===== src/include/bwio_pkg.sv =====
// Package with register map, reset values and pad bundle for the byte-wide I/O ports
package bwio_pkg;
  localparam int NUM_PORTS = 5;
  localparam int PORT_W = 8;
  // Data-space offsets per port, in order A, B, C, D, E
  localparam logic [7:0] LATCH_ADDR [NUM_PORTS] = '{8'hc0, 8'hc1, 8'hc2, 8'hc3, 8'hfc};
  localparam logic [7:0] DIR_ADDR [NUM_PORTS] = '{8'hc4, 8'hc5, 8'hc6, 8'hc7, 8'hfd};
  localparam logic [7:0] OPT_ADDR [NUM_PORTS] = '{8'hcc, 8'hcd, 8'hce, 8'hcf, 8'hfe};
  localparam logic [7:0] POL_ADDR = 8'hda;
  // Polarity bit position of each port A, B, C, D, E
  localparam int POL_BIT [NUM_PORTS] = '{1, 0, 2, 3, 4};
  localparam int POL_W = 5;
  localparam logic [7:0] REG_RESET = 8'h00;
  localparam logic [POL_W-1:0] POL_RESET = 5'h00;
  localparam logic [7:0] RD_UNMAPPED = 8'h00;
  // Lines with a path to the converter multiplexer, per port
  localparam logic [7:0] ANALOG_CAP [NUM_PORTS] = '{8'hf0, 8'hf9, 8'he0, 8'hff, 8'h00};
  // Per-port pad controls
  typedef struct packed {
    logic [7:0] drive;
    logic [7:0] oe;
    logic [7:0] pull;
    logic [7:0] analog;
  } bwio_pad_t;
endpackage


===== src/verilog/bwio_port.sv =====
// Byte-wide general-purpose I/O ports with data-space registers
// Overview of operation
// - Each port has data latch, direction and option registers; bit n is line n.
// - Input lines read the sampled pin; output lines read the written latch.
// - Latch writes always land, changing input configuration of input lines.
// - Each direction bit selects input 0 or output 1 for its line.
// - Reset clears all port registers: every line input with pull-up, no interrupt.
// - Direction 0, option 0, latch 0: input with pull-up, no interrupt.
// - Direction 0, option 0, latch 1: input without pull-up, no interrupt.
// - Direction 0, option 1, latch 0: input with pull-up feeding port interrupt.
// - Direction 0, option 1, latch 1: analog input on capable lines.
// - Direction 1, option 0: open-drain output; latch pulls low or releases.
// - Direction 1, option 1: push-pull output driving the latch value.
// - Input without pull-up leaves the pin undriven.
// - Interrupt lines trigger on falling edge, rising edge, low level or high level per port.
// - Polarity bit set inverts the port trigger sense; polarity clears on reset.
`timescale 1ns/100ps
module bwio_port (
  input wire logic i_core_clk,
  input wire logic i_rst,
  input wire logic [7:0] i_addr,
  input wire logic i_wr,
  input wire logic i_rd,
  input wire logic [7:0] i_wdata,
  output logic [7:0] o_rdata,
  output logic o_rd_hit,
  input wire logic [bwio_pkg::NUM_PORTS-1:0] i_level_mode,
  input wire logic [7:0] i_pin [bwio_pkg::NUM_PORTS],
  output bwio_pkg::bwio_pad_t o_pad [bwio_pkg::NUM_PORTS],
  output logic [bwio_pkg::NUM_PORTS-1:0] o_port_irq
);

  localparam int NP = bwio_pkg::NUM_PORTS;

  // Register state
  logic [7:0] line_value_latch [NP];
  logic [7:0] pin_direction_bits [NP];
  logic [7:0] pin_option_bits [NP];
  logic [bwio_pkg::POL_W-1:0] edge_polarity_invert_bits;

  // Pin synchroniser stages and trigger history
  logic [7:0] pin_meta [NP];
  logic [7:0] pin_sync [NP];
  logic [NP-1:0] trig_prev;
  logic [NP-1:0] trig_now;
  logic [NP-1:0] next_irq;

  // Per-port decode and read values
  logic [NP-1:0] hit_latch;
  logic [NP-1:0] hit_dir;
  logic [NP-1:0] hit_opt;
  logic [7:0] rd_latch [NP];
  logic [7:0] rd_port [NP];
  logic hit_pol;
  logic [7:0] next_rdata;
  logic next_hit;

  assign hit_pol = i_addr == bwio_pkg::POL_ADDR;

  genvar gp;
  generate
    for (gp = 0; gp < NP; gp++) begin : g_port
      logic [7:0] irq_lines;
      logic [7:0] analog_lines;
      logic [7:0] pull_lines;
      logic [7:0] pp_lines;
      logic [7:0] od_lines;
      logic any_low;
      logic sense;

      // Address decode
      assign hit_latch[gp] = i_addr == bwio_pkg::LATCH_ADDR[gp];
      assign hit_dir[gp] = i_addr == bwio_pkg::DIR_ADDR[gp];
      assign hit_opt[gp] = i_addr == bwio_pkg::OPT_ADDR[gp];

      // Outputs read the latch, inputs read the synchronised pin
      assign rd_latch[gp] = (pin_direction_bits[gp] & line_value_latch[gp])
                          | (~pin_direction_bits[gp] & pin_sync[gp]);

      // Per-port read contribution, zero when not addressed
      assign rd_port[gp] = ({8{hit_latch[gp]}} & rd_latch[gp])
                         | ({8{hit_dir[gp]}} & pin_direction_bits[gp])
                         | ({8{hit_opt[gp]}} & pin_option_bits[gp]);

      // Mode decode of direction, option and latch per line
      assign irq_lines = ~pin_direction_bits[gp] & pin_option_bits[gp]
                       & ~line_value_latch[gp];
      assign analog_lines = ~pin_direction_bits[gp] & pin_option_bits[gp]
                          & line_value_latch[gp] & bwio_pkg::ANALOG_CAP[gp];
      assign pull_lines = ~pin_direction_bits[gp] & ~line_value_latch[gp];
      assign pp_lines = pin_direction_bits[gp] & pin_option_bits[gp];
      assign od_lines = pin_direction_bits[gp] & ~pin_option_bits[gp];

      // Push-pull drives always; open-drain only while pulling low
      // One driver per pad bundle keeps each element single-sourced
      assign o_pad[gp] = '{
        drive: pp_lines & line_value_latch[gp],
        oe: pp_lines | (od_lines & ~line_value_latch[gp]),
        pull: pull_lines,
        analog: analog_lines
      };

      // Connected lines are wired-AND; polarity inverts the sense
      assign any_low = |(irq_lines & ~pin_sync[gp]);
      assign sense = any_low ^ edge_polarity_invert_bits[bwio_pkg::POL_BIT[gp]];
      assign trig_now[gp] = sense;
      // Level mode asserts while active; edge mode on activation
      assign next_irq[gp] = i_level_mode[gp] ? sense : (sense & ~trig_prev[gp]);
    end
  endgenerate

  // Read mux across ports
  always_comb begin
    next_rdata = bwio_pkg::RD_UNMAPPED;
    next_hit = hit_pol;
    if (hit_pol) begin
      next_rdata = {3'h0, edge_polarity_invert_bits};
    end
    for (int p = 0; p < NP; p++) begin
      next_rdata = next_rdata | rd_port[p];
      next_hit = next_hit | hit_latch[p] | hit_dir[p] | hit_opt[p];
    end
  end

  // Two-flop pin synchroniser; first stage feeds only the second
  always_ff @(posedge i_core_clk) begin
    for (int p = 0; p < NP; p++) begin
      pin_meta[p] <= i_pin[p];
      pin_sync[p] <= pin_meta[p];
    end
  end

  // Register writes; latch accepts writes regardless of direction
  always_ff @(posedge i_core_clk) begin
    if (i_rst) begin
      for (int p = 0; p < NP; p++) begin
        line_value_latch[p] <= bwio_pkg::REG_RESET;
        pin_direction_bits[p] <= bwio_pkg::REG_RESET;
        pin_option_bits[p] <= bwio_pkg::REG_RESET;
      end
      edge_polarity_invert_bits <= bwio_pkg::POL_RESET;
    end else if (i_wr) begin
      for (int p = 0; p < NP; p++) begin
        if (hit_latch[p]) begin
          line_value_latch[p] <= i_wdata;
        end
        if (hit_dir[p]) begin
          pin_direction_bits[p] <= i_wdata;
        end
        if (hit_opt[p]) begin
          pin_option_bits[p] <= i_wdata;
        end
      end
      if (hit_pol) begin
        edge_polarity_invert_bits <= i_wdata[bwio_pkg::POL_W-1:0];
      end
    end
  end

  // Registered read answer, one cycle after the strobe
  always_ff @(posedge i_core_clk) begin
    if (i_rst) begin
      o_rdata <= 8'h00;
      o_rd_hit <= 1'b0;
    end else begin
      o_rdata <= i_rd ? next_rdata : 8'h00;
      o_rd_hit <= i_rd & next_hit;
    end
  end

  // Trigger history starts inactive so reset raises no edge
  always_ff @(posedge i_core_clk) begin
    if (i_rst) begin
      trig_prev <= '0;
      o_port_irq <= '0;
    end else begin
      trig_prev <= trig_now;
      o_port_irq <= next_irq;
    end
  end

endmodule

===== config.mk =====
export PLATFORM = sky130hd
export DESIGN_NAME = bwio_port
export DESIGN_NICKNAME = d
export VERILOG_FILES = /design/src/include/bwio_pkg.sv /design/src/verilog/bwio_port.sv
export SDC_FILE = /design/constraint.sdc
export NUM_CORES = 1
export LEC_CHECK = 0
export ABC_AREA = 1
export BUFFER_PORTS_ARGS = -buffer_cell sky130_fd_sc_hd__clkbuf_2
export CAP_MARGIN = 5
export CORE_AREA = 2 2 192 100
export CTS_CLUSTER_DIAMETER = 80
export CTS_CLUSTER_SIZE = 20
export DETAILED_ROUTE_END_ITERATION = 8
export DIE_AREA = 0 0 194 102
export PLACE_DENSITY = 0.81
export REMOVE_ABC_BUFFERS = 1
export SETUP_SLACK_MARGIN = 0.4
export SLEW_MARGIN = 30
export SYNTH_ARGS = -nofsm -noshare
export SYNTH_HDL_FRONTEND = slang
export SYNTH_SLANG_ARGS = --single-unit

===== constraint.sdc =====
create_clock -name i_core_clk -period 3.4 [get_ports i_core_clk]
set_input_delay 0.68 -clock i_core_clk [delete_from_list [all_inputs] [get_ports i_core_clk]]
set_output_delay 0.68 -clock i_core_clk [all_outputs]
set_load 0.05 [all_outputs]

==> results.json, run 1 <==
{
  "synthTopCellsByArea": "edfxtp_1 (37%), dfxtp_1 (21%), nor2_1 (9.7%), nand2_1 (9.4%), nand3_1 (6.6%)",
  "path_max_fanout": 6,
  "synth.area.mux_share": 0,
  "htreeDepth": 1,
  "syn_to_final_growth_pct": 18.64,
  "gp_congestion": 1.005,
  "p_per_area_nw_per_um2": 496.8,
  "synth_area_um2": 9799,
  "ys_types": 29,
  "core.rowCount": 35,
  "die_area_um2": 19790,
  "synth_compound_area_frac": 0.04520,
  "yosysMostFrequentCell": "nor2_1",
  "netlist_instances": 1157,
  "slew_headroom": 0.5148,
  "antenna_cells": 0,
  "cts-buffers-inserted": 15,
  "synth_area_leader_cell": "edfxtp_1",
  "clock_latency_ns": 0.48,
  "crit_required_ns": 2.72,
  "yosys.area_share.simple": 0.3020,
  "post-route-period-util": 0.6741,
  "layout_setup_ws_ns": 1.108,
  "path_clk_slew_ns": 0.09,
  "antenna_found_initial": 0,
  "leakage_nw": 5.751,
  "grt_pass1_wl_um": 46330,
  "stdcell_count": 1648,
  "ys_seq_area_frac": 0.5802,
  "ir_worst_vdd_v": 0.0003899,
  "clkSinkCount": 224,
  "grt_use_total": 0.3095,
  "dp_cells": 1623,
  "grt_pass1_vias": 8207,
  "ios": 239,
  "clk_path_buf_depth": 3,
  "holdWs_ns": 0.2880,
  "yosysWarnings": 0,
  "multiInputGateArea_um2": 3473,
  "fin_tns_setup_ns": 0,
  "synth_top_family_by_area": "simple AND/OR/NAND/NOR gates",
  "grt_max_degree": 24,
  "fillCellCount": 1544,
  "layout.nets": 1465,
  "arrival_ns": 1.61,
  "seq_area_um2": 5685,
  "slew_viol_final": 0,
  "synth_ff_type": "edfxtp_1",
  "drtIter0Drc": 1411,
  "synth_edf_count": 120,
  "coreArea_um2": 18040,
  "root_buffer": "clkbuf_16",
  "yosys.area_share.xor_xnor": 0,
  "max_freq_mhz": 436.3,
  "hold_viol_final": 0,
  "drv_cap": 0,
  "skew_ns": 0.01828,
  "place_ws_ns": 0.8292,
  "cts_resized": 0,
  "wl_per_cell_um": 18.65,
  "crit_type": "reg -> out",
  "vias_per_cell": 5.492,
  "drcViolationCount": 0,
  "cts_tree": "done",
  "overflow": 0,
  "tightest_slew_ns": 0.7252,
  "detailed_place_hpwl_um": 24170,
  "outcome": "complete, no violations",
  "hold_class": "in -> reg",
  "ant_nets": 0,
  "start_util": 0.5431,
  "drt-total-wl_um": 30740,
  "synth_seq_cells": 224,
  "postCtsSetupBuffers": 0,
  "ctsHoldBuffers": 0,
  "rsz0062_at_grt": "false",
  "port_buffers": 219,
  "finalCriticalPeriod_ns": 2.292,
  "postSynthAreaPerCell_um2": 8.470,
  "drive_gt1_frac": 0.2109,
  "start_kind": "register",
  "synthAdderAreaFrac": 0,
  "vias": 9051,
  "synthArstFlopShare": 0,
  "synth_common_cells": "nor2_1 (254), nand2_1 (245), nand3_1 (129), edfxtp_1 (120), inv_1 (115)",
  "chipHeight_um": 102,
  "power.total_w": 0.005775,
  "endpoint_kind": "output pin",
  "die_x_um": 194,
  "netlist.area_leader.share": 0.3677,
  "finalSetupViolCount": 0,
  "dr.pass1.iters": 6
}
## kinds of logic after synthesis
group	count (synthesis)
buf+inv	157
flops	224
compound gates	83
other cells	1
simple gates	692
## sequential cells by signal, indices dropped and copies added (netlist names)
| signal | flops |
|---|---|
| o_rd_hit | 1 |
| o_rdata | 8 |
| pin_sync | 40 |
| line_value_latch | 40 |
| edge_polarity_invert_bits | 5 |
| pin_direction_bits | 40 |
| o_port_irq | 5 |
| trig_prev | 5 |
| pin_option_bits | 40 |
| pin_meta | 40 |
## placed cells by master (no fill, tap or decap), types with 17 or more instances in the layout
cell      count
nor2_1      254
nand2_1     245
clkbuf_2    219
nand3_1     129
edfxtp_1    120
inv_1       115
dfxtp_1     104
o21ai_0      35
a21oi_1      32
buf_4        26
nor3_1       21
conb_1       19
nor2_2       17
## metal layers
layer / track usage / vias to the layer above / wire length (um)
met5: 0 / - / 0
met4: 0.06993 / 0 / 730
met3: 0.07294 / 65 / 4906
met2: 0.4689 / 691 / 12780
met1: 0.4558 / 4110 / 12320
li1: - / 4185 / -
## area by class of cell
| type | count | area share |
|---|---|---|
| clock buffer | 24 | 0.03519 |
| clock inverter | 1 | 0.001399 |
| inverter | 120 | 0.03874 |
| multi-input combinational | 794 | 0.2988 |
| sequential | 224 | 0.4890 |
| tap | 240 | 0.02583 |
| timing repair buffer | 245 | 0.1111 |
## stage by stage
step           area [um^2]  utilization
3_3_place_gp         11200       0.6208
6_report             11630       0.6444
2_1_floorplan         9609            -
5_1_grt              11630       0.6444
4_1_cts              11630       0.6444
3_5_place_dp         11200       0.6208
## path summary, 6_finish.rpt
kind,slack [ns],startpoint,cells past startpoint,to
setup / recovery,1.11,pin_direction_bits[0][31],2,o_pad[39]
hold / removal,0.29,i_pin[30],1,pin_meta[0][14]
setup reg to reg,1.61,pin_option_bits[0][23],9,o_port_irq[2]
hold reg to reg,0.33,pin_meta[0][20],0,pin_sync[0][20]
## worst max-delay path, cell delays in order, from the launching register on
cell and delay [ns]:
edfxtp_1 0.50, nor3_1 0.30, clkbuf_2 0.33
## power by group
group | leakage, nW | total (W) | switching [W] | internal (W)
combinational | 3.54 | 0.000907 | 0.000716 | 0.000192
sequential | 2.01 | 0.00311 | 0.000126 | 0.00298
clock | 0.203 | 0.00176 | 0.000914 | 0.000843
total | 5.75 | 0.00578 | 0.00176 | 0.00402
Note: power is estimated with default switching activity, not from simulation.
==> run 2, diff against run 1 <==
--- a/config.mk
+++ b/config.mk
@@ -5,15 +5,15 @@
 export SDC_FILE = /design/constraint.sdc
 export NUM_CORES = 1
 export LEC_CHECK = 0
-export ABC_AREA = 1
+export ABC_AREA = 0
 export BUFFER_PORTS_ARGS = -buffer_cell sky130_fd_sc_hd__clkbuf_2
 export CAP_MARGIN = 5
-export CORE_AREA = 2 2 192 100
+export CORE_AREA = 2 2 202 105
 export CTS_CLUSTER_DIAMETER = 80
 export CTS_CLUSTER_SIZE = 20
 export DETAILED_ROUTE_END_ITERATION = 8
-export DIE_AREA = 0 0 194 102
-export PLACE_DENSITY = 0.81
+export DIE_AREA = 0 0 204 107
+export PLACE_DENSITY = 0.75
 export REMOVE_ABC_BUFFERS = 1
 export SETUP_SLACK_MARGIN = 0.4
 export SLEW_MARGIN = 30
==> constraint.sdc (replaced) <==
create_clock -name i_core_clk -period 2.1 [get_ports i_core_clk]
set_input_delay 0.42 -clock i_core_clk [delete_from_list [all_inputs] [get_ports i_core_clk]]
set_output_delay 0.42 -clock i_core_clk [all_outputs]
set_load 0.05 [all_outputs]
==> results.json, run 2 <==
{
  "outcome": "complete, no violations",
  "clk_path_buf_depth": 3,
  "path_max_fanout": 5,
  "p_per_area_nw_per_um2": 660.9,
  "antenna_cells": 0,
  "root_buffer": "clkbuf_16",
  "antenna_found_initial": 1,
  "core.rowCount": 37,
  "slew_viol_final": 0,
  "die_area_um2": 21830,
  "synthTopCellsByArea": "edfxtp_1 (38%), dfxtp_1 (22%), mux2i_1 (3.6%), a21boi_0 (3.2%), nor2_1 (3.1%)",
  "grt_pass1_vias": 8668,
  "endpoint_kind": "output pin",
  "grt_pass1_wl_um": 55900,
  "ir_worst_vdd_v": 0.0005360,
  "syn_to_final_growth_pct": 68.65,
  "port_buffers": 219,
  "gp_congestion": 0.9569,
  "chipHeight_um": 107,
  "ios": 239,
  "clkSinkCount": 224,
  "crit_type": "reg -> out",
  "wl_per_cell_um": 27.57,
  "hold_viol_final": 0,
  "cts-buffers-inserted": 15,
  "start_kind": "register",
  "layout_common_cells": "buf_4 (191), edfxtp_1 (120), buf_8 (113)",
  "start_util": 0.4692,
  "synth_area_um2": 9427,
  "layout.nets": 1332,
  "netlist.area_leader.share": 0.3823,
  "synth_ff_type": "edfxtp_1",
  "coreArea_um2": 20090,
  "htreeDepth": 1,
  "hold_class": "in -> reg",
  "crit_required_ns": 1.68,
  "post-route-period-util": 0.9290,
  "rsz0062_at_grt": "true",
  "max_freq_mhz": 512.6,
  "die_x_um": 204,
  "synth_edf_count": 120,
  "yosysMostFrequentCell": "edfxtp_1",
  "ant_nets": 0,
  "clock_latency_ns": 0.51,
  "leakage_nw": 6.632,
  "ys_seq_area_frac": 0.6031,
  "grt_max_degree": 22,
  "ys_types": 61,
  "holdWs_ns": 0.01377,
  "drtIter0Drc": 1017,
  "drcViolationCount": 0,
  "tightest_slew_ns": 0.5543,
  "path_clk_slew_ns": 0.09,
  "dr.pass1.iters": 6,
  "vias": 9341,
  "detailed_place_hpwl_um": 26750,
  "finalSetupViolCount": 0,
  "finalCriticalPeriod_ns": 1.951,
  "final_common_cell": "buf_4",
  "drive_gt1_frac": 0.5482,
  "drv_cap": 0,
  "grt_use_total": 0.3551,
  "arrival_ns": 1.53,
  "yosysWarnings": 0,
  "ctsHoldBuffers": 0,
  "placed_area_um2": 11620,
  "synth_common_cells": "edfxtp_1 (120), dfxtp_1 (104), nor2_1 (79), inv_1 (46), nand2_1 (46)",
  "drt-total-wl_um": 42680,
  "postSynthAreaPerCell_um2": 11.51,
  "fin_tns_setup_ns": 0,
  "slew_headroom": 0.6295,
  "vias_per_cell": 6.034,
  "netlist_instances": 819,
  "overflow": 0,
  "design_area_um2": 15900,
  "synth_seq_cells": 224,
  "power.total_w": 0.01051,
  "synthArstFlopShare": 0,
  "synth_area_leader_cell": "edfxtp_1",
  "cts_tree": "done",
  "skew_ns": 0.03289
}
run 2: changes by cell type in the layout (fill, tap and decap cells not counted), moves of 39 or more:
cell / before / now
and3_4: 0 / 39
buf_4: 26 / 191
buf_6: 0 / 44
buf_8: 0 / 113
clkbuf_2: 219 / 78
inv_1: 115 / 37
nand2_1: 245 / 39
nand3_1: 129 / 7
nor2_1: 254 / 27
run 2: final cells by class:
class / instances / area [um^2]
clock inverter: 2 / 25.02
timing repair buffer: 459 / 4614
sequential: 224 / 5685
clock buffer: 23 / 405.4
inverter: 46 / 175.2
multi-input combinational: 521 / 4651
tap: 273 / 341.6
fill: 1130 / 4194
run 2: report_power, final:
part | switching [W] | internal [W] | leakage [nW] | total, W
clock | 0.00156 | 0.00137 | 0.206 | 0.00293
sequential | 0.000277 | 0.00483 | 2.01 | 0.00511
combinational | 0.00141 | 0.00106 | 4.42 | 0.00247
total | 0.00325 | 0.00726 | 6.63 | 0.0105
run 2: final timing paths:
check,from,endpoint,slack (ns),cells past startpoint
worst min register to register,pin_meta[0][1],pin_sync[0][1],0.33,0
worst min-delay path,i_pin[31],pin_meta[0][15],0.01,1
worst max register to register,line_value_latch[0][12],o_port_irq[1],0.15,5
worst max-delay path,pin_direction_bits[0][8],o_pad[96],0.15,3
run 2: per-stage QoR:
stage / utilization / setup slack (ns) / instances
6_report: 0.7913 / 0.1491 / 1548
5_1_grt: 0.7913 / 0.1300 / 1548
4_1_cts: 0.7311 / 0.2045 / 1501
3_5_place_dp: 0.5783 / -0.2176 / 1403
3_3_place_gp: 0.5783 / -0.1382 / 1403
2_1_floorplan: - / -0.9288 / 791
run 2: cell families (layout without fill, tap and decap cells):
group / after synthesis / count (layout) / share of synthesized area
AOI/OAI and AO/OA: 159 / 159 / 0.1196
muxes: 44 / 44 / 0.04805
buffers and inverters: 92 / 530 / 0.04818
DFF: 224 / 224 / 0.6031
and+or+nand+nor: 294 / 294 / 0.1760
other: 1 / 19 / 0.0003978
xor gates and xnor gates: 5 / 5 / 0.004645
run 2: worst max-delay path, cell delays in order (launching register included):
cell,delay (ns)
edfxtp_1,0.51
buf_6,0.19
nor2_2,0.16
buf_8,0.17
run 2: repair_timing:
action,CTS,global route
setup buffers,73,47
resized for setup,507,259
endpoints found under the setup margin,169,253
pin swaps,84,115
gates cloned,0,0
run 2: per-layer routing:
metal	vias up	global-route usage	part of all wire
met3	105	0.1435	0.14
met4	2	0.07039	0.031
li1	3868	-	-
met1	4610	0.4800	0.38
met2	756	0.5403	0.45
met5	-	0	0.00033
==> run 3, diff against run 2 <==
--- a/config.mk
+++ b/config.mk
@@ -14,7 +14,6 @@
 export DETAILED_ROUTE_END_ITERATION = 8
 export DIE_AREA = 0 0 204 107
 export PLACE_DENSITY = 0.75
-export REMOVE_ABC_BUFFERS = 1
 export SETUP_SLACK_MARGIN = 0.4
 export SLEW_MARGIN = 30
 export SYNTH_ARGS = -nofsm -noshare
==> results.json, run 3 (synthesis results as in run 2) <==
{
  "outcome": "complete, no violations",
  "finalCriticalPeriod_ns": 1.936,
  "drcViolationCount": 0,
  "start_util": 0.4692,
  "htreeDepth": 1,
  "ant_nets": 0,
  "rsz0062_at_grt": "true",
  "final_common_cell": "buf_4",
  "cts-buffers-inserted": 15,
  "endpoint_kind": "register",
  "vias": 9214,
  "die_x_um": 204,
  "grt_max_degree": 24,
  "p_per_area_nw_per_um2": 661.6,
  "cts_tree": "done",
  "fillCellCount": 1124,
  "slew_viol_final": 0,
  "clk_path_buf_depth": 3,
  "path_max_fanout": 5,
  "crit_required_ns": 2.51,
  "ios": 239,
  "layout_common_cells": "buf_4 (182), edfxtp_1 (120), buf_8 (105)",
  "layout.nets": 1319,
  "hold_class": "in -> reg",
  "wl_per_cell_um": 26.33,
  "post-route-period-util": 0.9218,
  "hold_viol_final": 0,
  "gp_congestion": 0.9786,
  "drv_cap": 0,
  "detailed_place_hpwl_um": 25900,
  "crit_buf_inv": 1,
  "vias_per_cell": 6.003,
  "overflow": 0,
  "critPathSlowestCell": "nor4b_1",
  "path_clk_slew_ns": 0.10,
  "chipHeight_um": 107,
  "arrival_ns": 2.34,
  "power.total_w": 0.01042,
  "port_buffers": 219,
  "core.rowCount": 37,
  "slew_headroom": 0.5998,
  "finalSetupViolCount": 0,
  "slowest_delay_ns": 0.54,
  "leakage_nw": 6.508,
  "clock_latency_ns": 0.49,
  "antenna_cells": 0,
  "drive_gt1_frac": 0.5491,
  "max_freq_mhz": 516.6,
  "coreArea_um2": 20090,
  "crit_type": "reg -> reg",
  "clkSinkCount": 224,
  "grt_pass1_vias": 8561,
  "antenna_found_initial": 0,
  "root_buffer": "clkbuf_16",
  "ir_worst_vdd_v": 0.0004464,
  "syn_to_final_growth_pct": 67.12,
  "holdWs_ns": 0.01989,
  "crit_chain": "buf_4, nor4b_1, nor4_4, nand4_1, xnor2_1, nor3_1",
  "tightest_slew_ns": 0.5920,
  "dr.pass1.iters": 7,
  "grt_use_total": 0.3362,
  "die_area_um2": 21830,
  "start_kind": "register",
  "grt_pass1_wl_um": 53430,
  "skew_ns": 0.02678,
  "drtIter0Drc": 1199,
  "crit_family": "simple AND/OR/NAND/NOR gates",
  "drt-total-wl_um": 40410
}
## run 3: cell count changes in the layout (fill, tap and decap cells not counted), sizes merged
cell    previous run  this run
buf              353       333
inv               48        47
clkbuf           129       137
## run 3: through the flow
step	worst slack, ns	cell area (um^2)	std cells	setup TNS, ns	utilization
2_1_floorplan	0.1646	9686	837	0	-
6_report	0.1642	15750	1535	0	0.7841
4_1_cts	0.2199	14580	1482	0	0.7254
3_5_place_dp	-0.02797	11700	1382	-0.02797	0.5823
3_3_place_gp	-0.006434	11700	1382	-0.006434	0.5823
5_1_grt	0.1092	15750	1535	0	0.7841
## run 3: metal layers
metal,share of wire,wire length [um],GRT usage,vias to the layer above
li1,-,-,-,3849
met1,0.38,15360,0.4638,4482
met2,0.43,17370,0.4842,769
met3,0.16,6486,0.1462,112
met4,0.028,1112,0.07453,2
met5,0.0020,80,0.03571,-
## run 3: path summary, 6_finish.rpt
check / start / end / slack (ns) / cells past startpoint
max reg2reg: line_value_latch[0][29] / o_port_irq[3] / 0.16 / 6
min reg2reg: pin_meta[0][22] / pin_sync[0][22] / 0.32 / 0
max: line_value_latch[0][29] / o_port_irq[3] / 0.16 / 6
min: i_pin[30] / pin_meta[0][14] / 0.02 / 1
## run 3: repair_timing
| item | CTS | global route |
|---|---|---|
| endpoints found under the hold margin | 0 | 0 |
| hold buffers | 0 | 0 |
| resized for setup | 416 | 248 |
| setup buffers | 75 | 53 |
| pin swaps | 81 | 93 |
| endpoints found under the setup margin | 154 | 173 |
## run 3: worst register-to-register path: cells and delay by family, from the launching register on
family	cells	cell delay, ns
AND/OR/NAND/NOR	4	1.01
XOR/XNOR	1	0.10
buffers and inverters	1	0.21
flip-flops	1	0.53
## run 3: layout make-up
| type | instances | area, um^2 | share of cell area |
|---|---|---|---|
| flip-flops and latches | 224 | 5685 | 0.3609 |
| multi-input cells | 521 | 4607 | 0.2924 |
| repair buffers | 446 | 4522 | 0.2870 |
| clock buffers | 24 | 409.1 | 0.02597 |
| well taps | 273 | 341.6 | 0.02168 |
| inverters | 46 | 172.7 | 0.01096 |
| clock inverters | 1 | 16.27 | 0.001032 |
## run 3: where the power goes
part	switching, W	internal, W	total (W)
combinational	0.00138	0.00104	0.00241
sequential	0.000275	0.00483	0.00511
clock	0.00153	0.00137	0.00290
total	0.00319	0.00724	0.0104
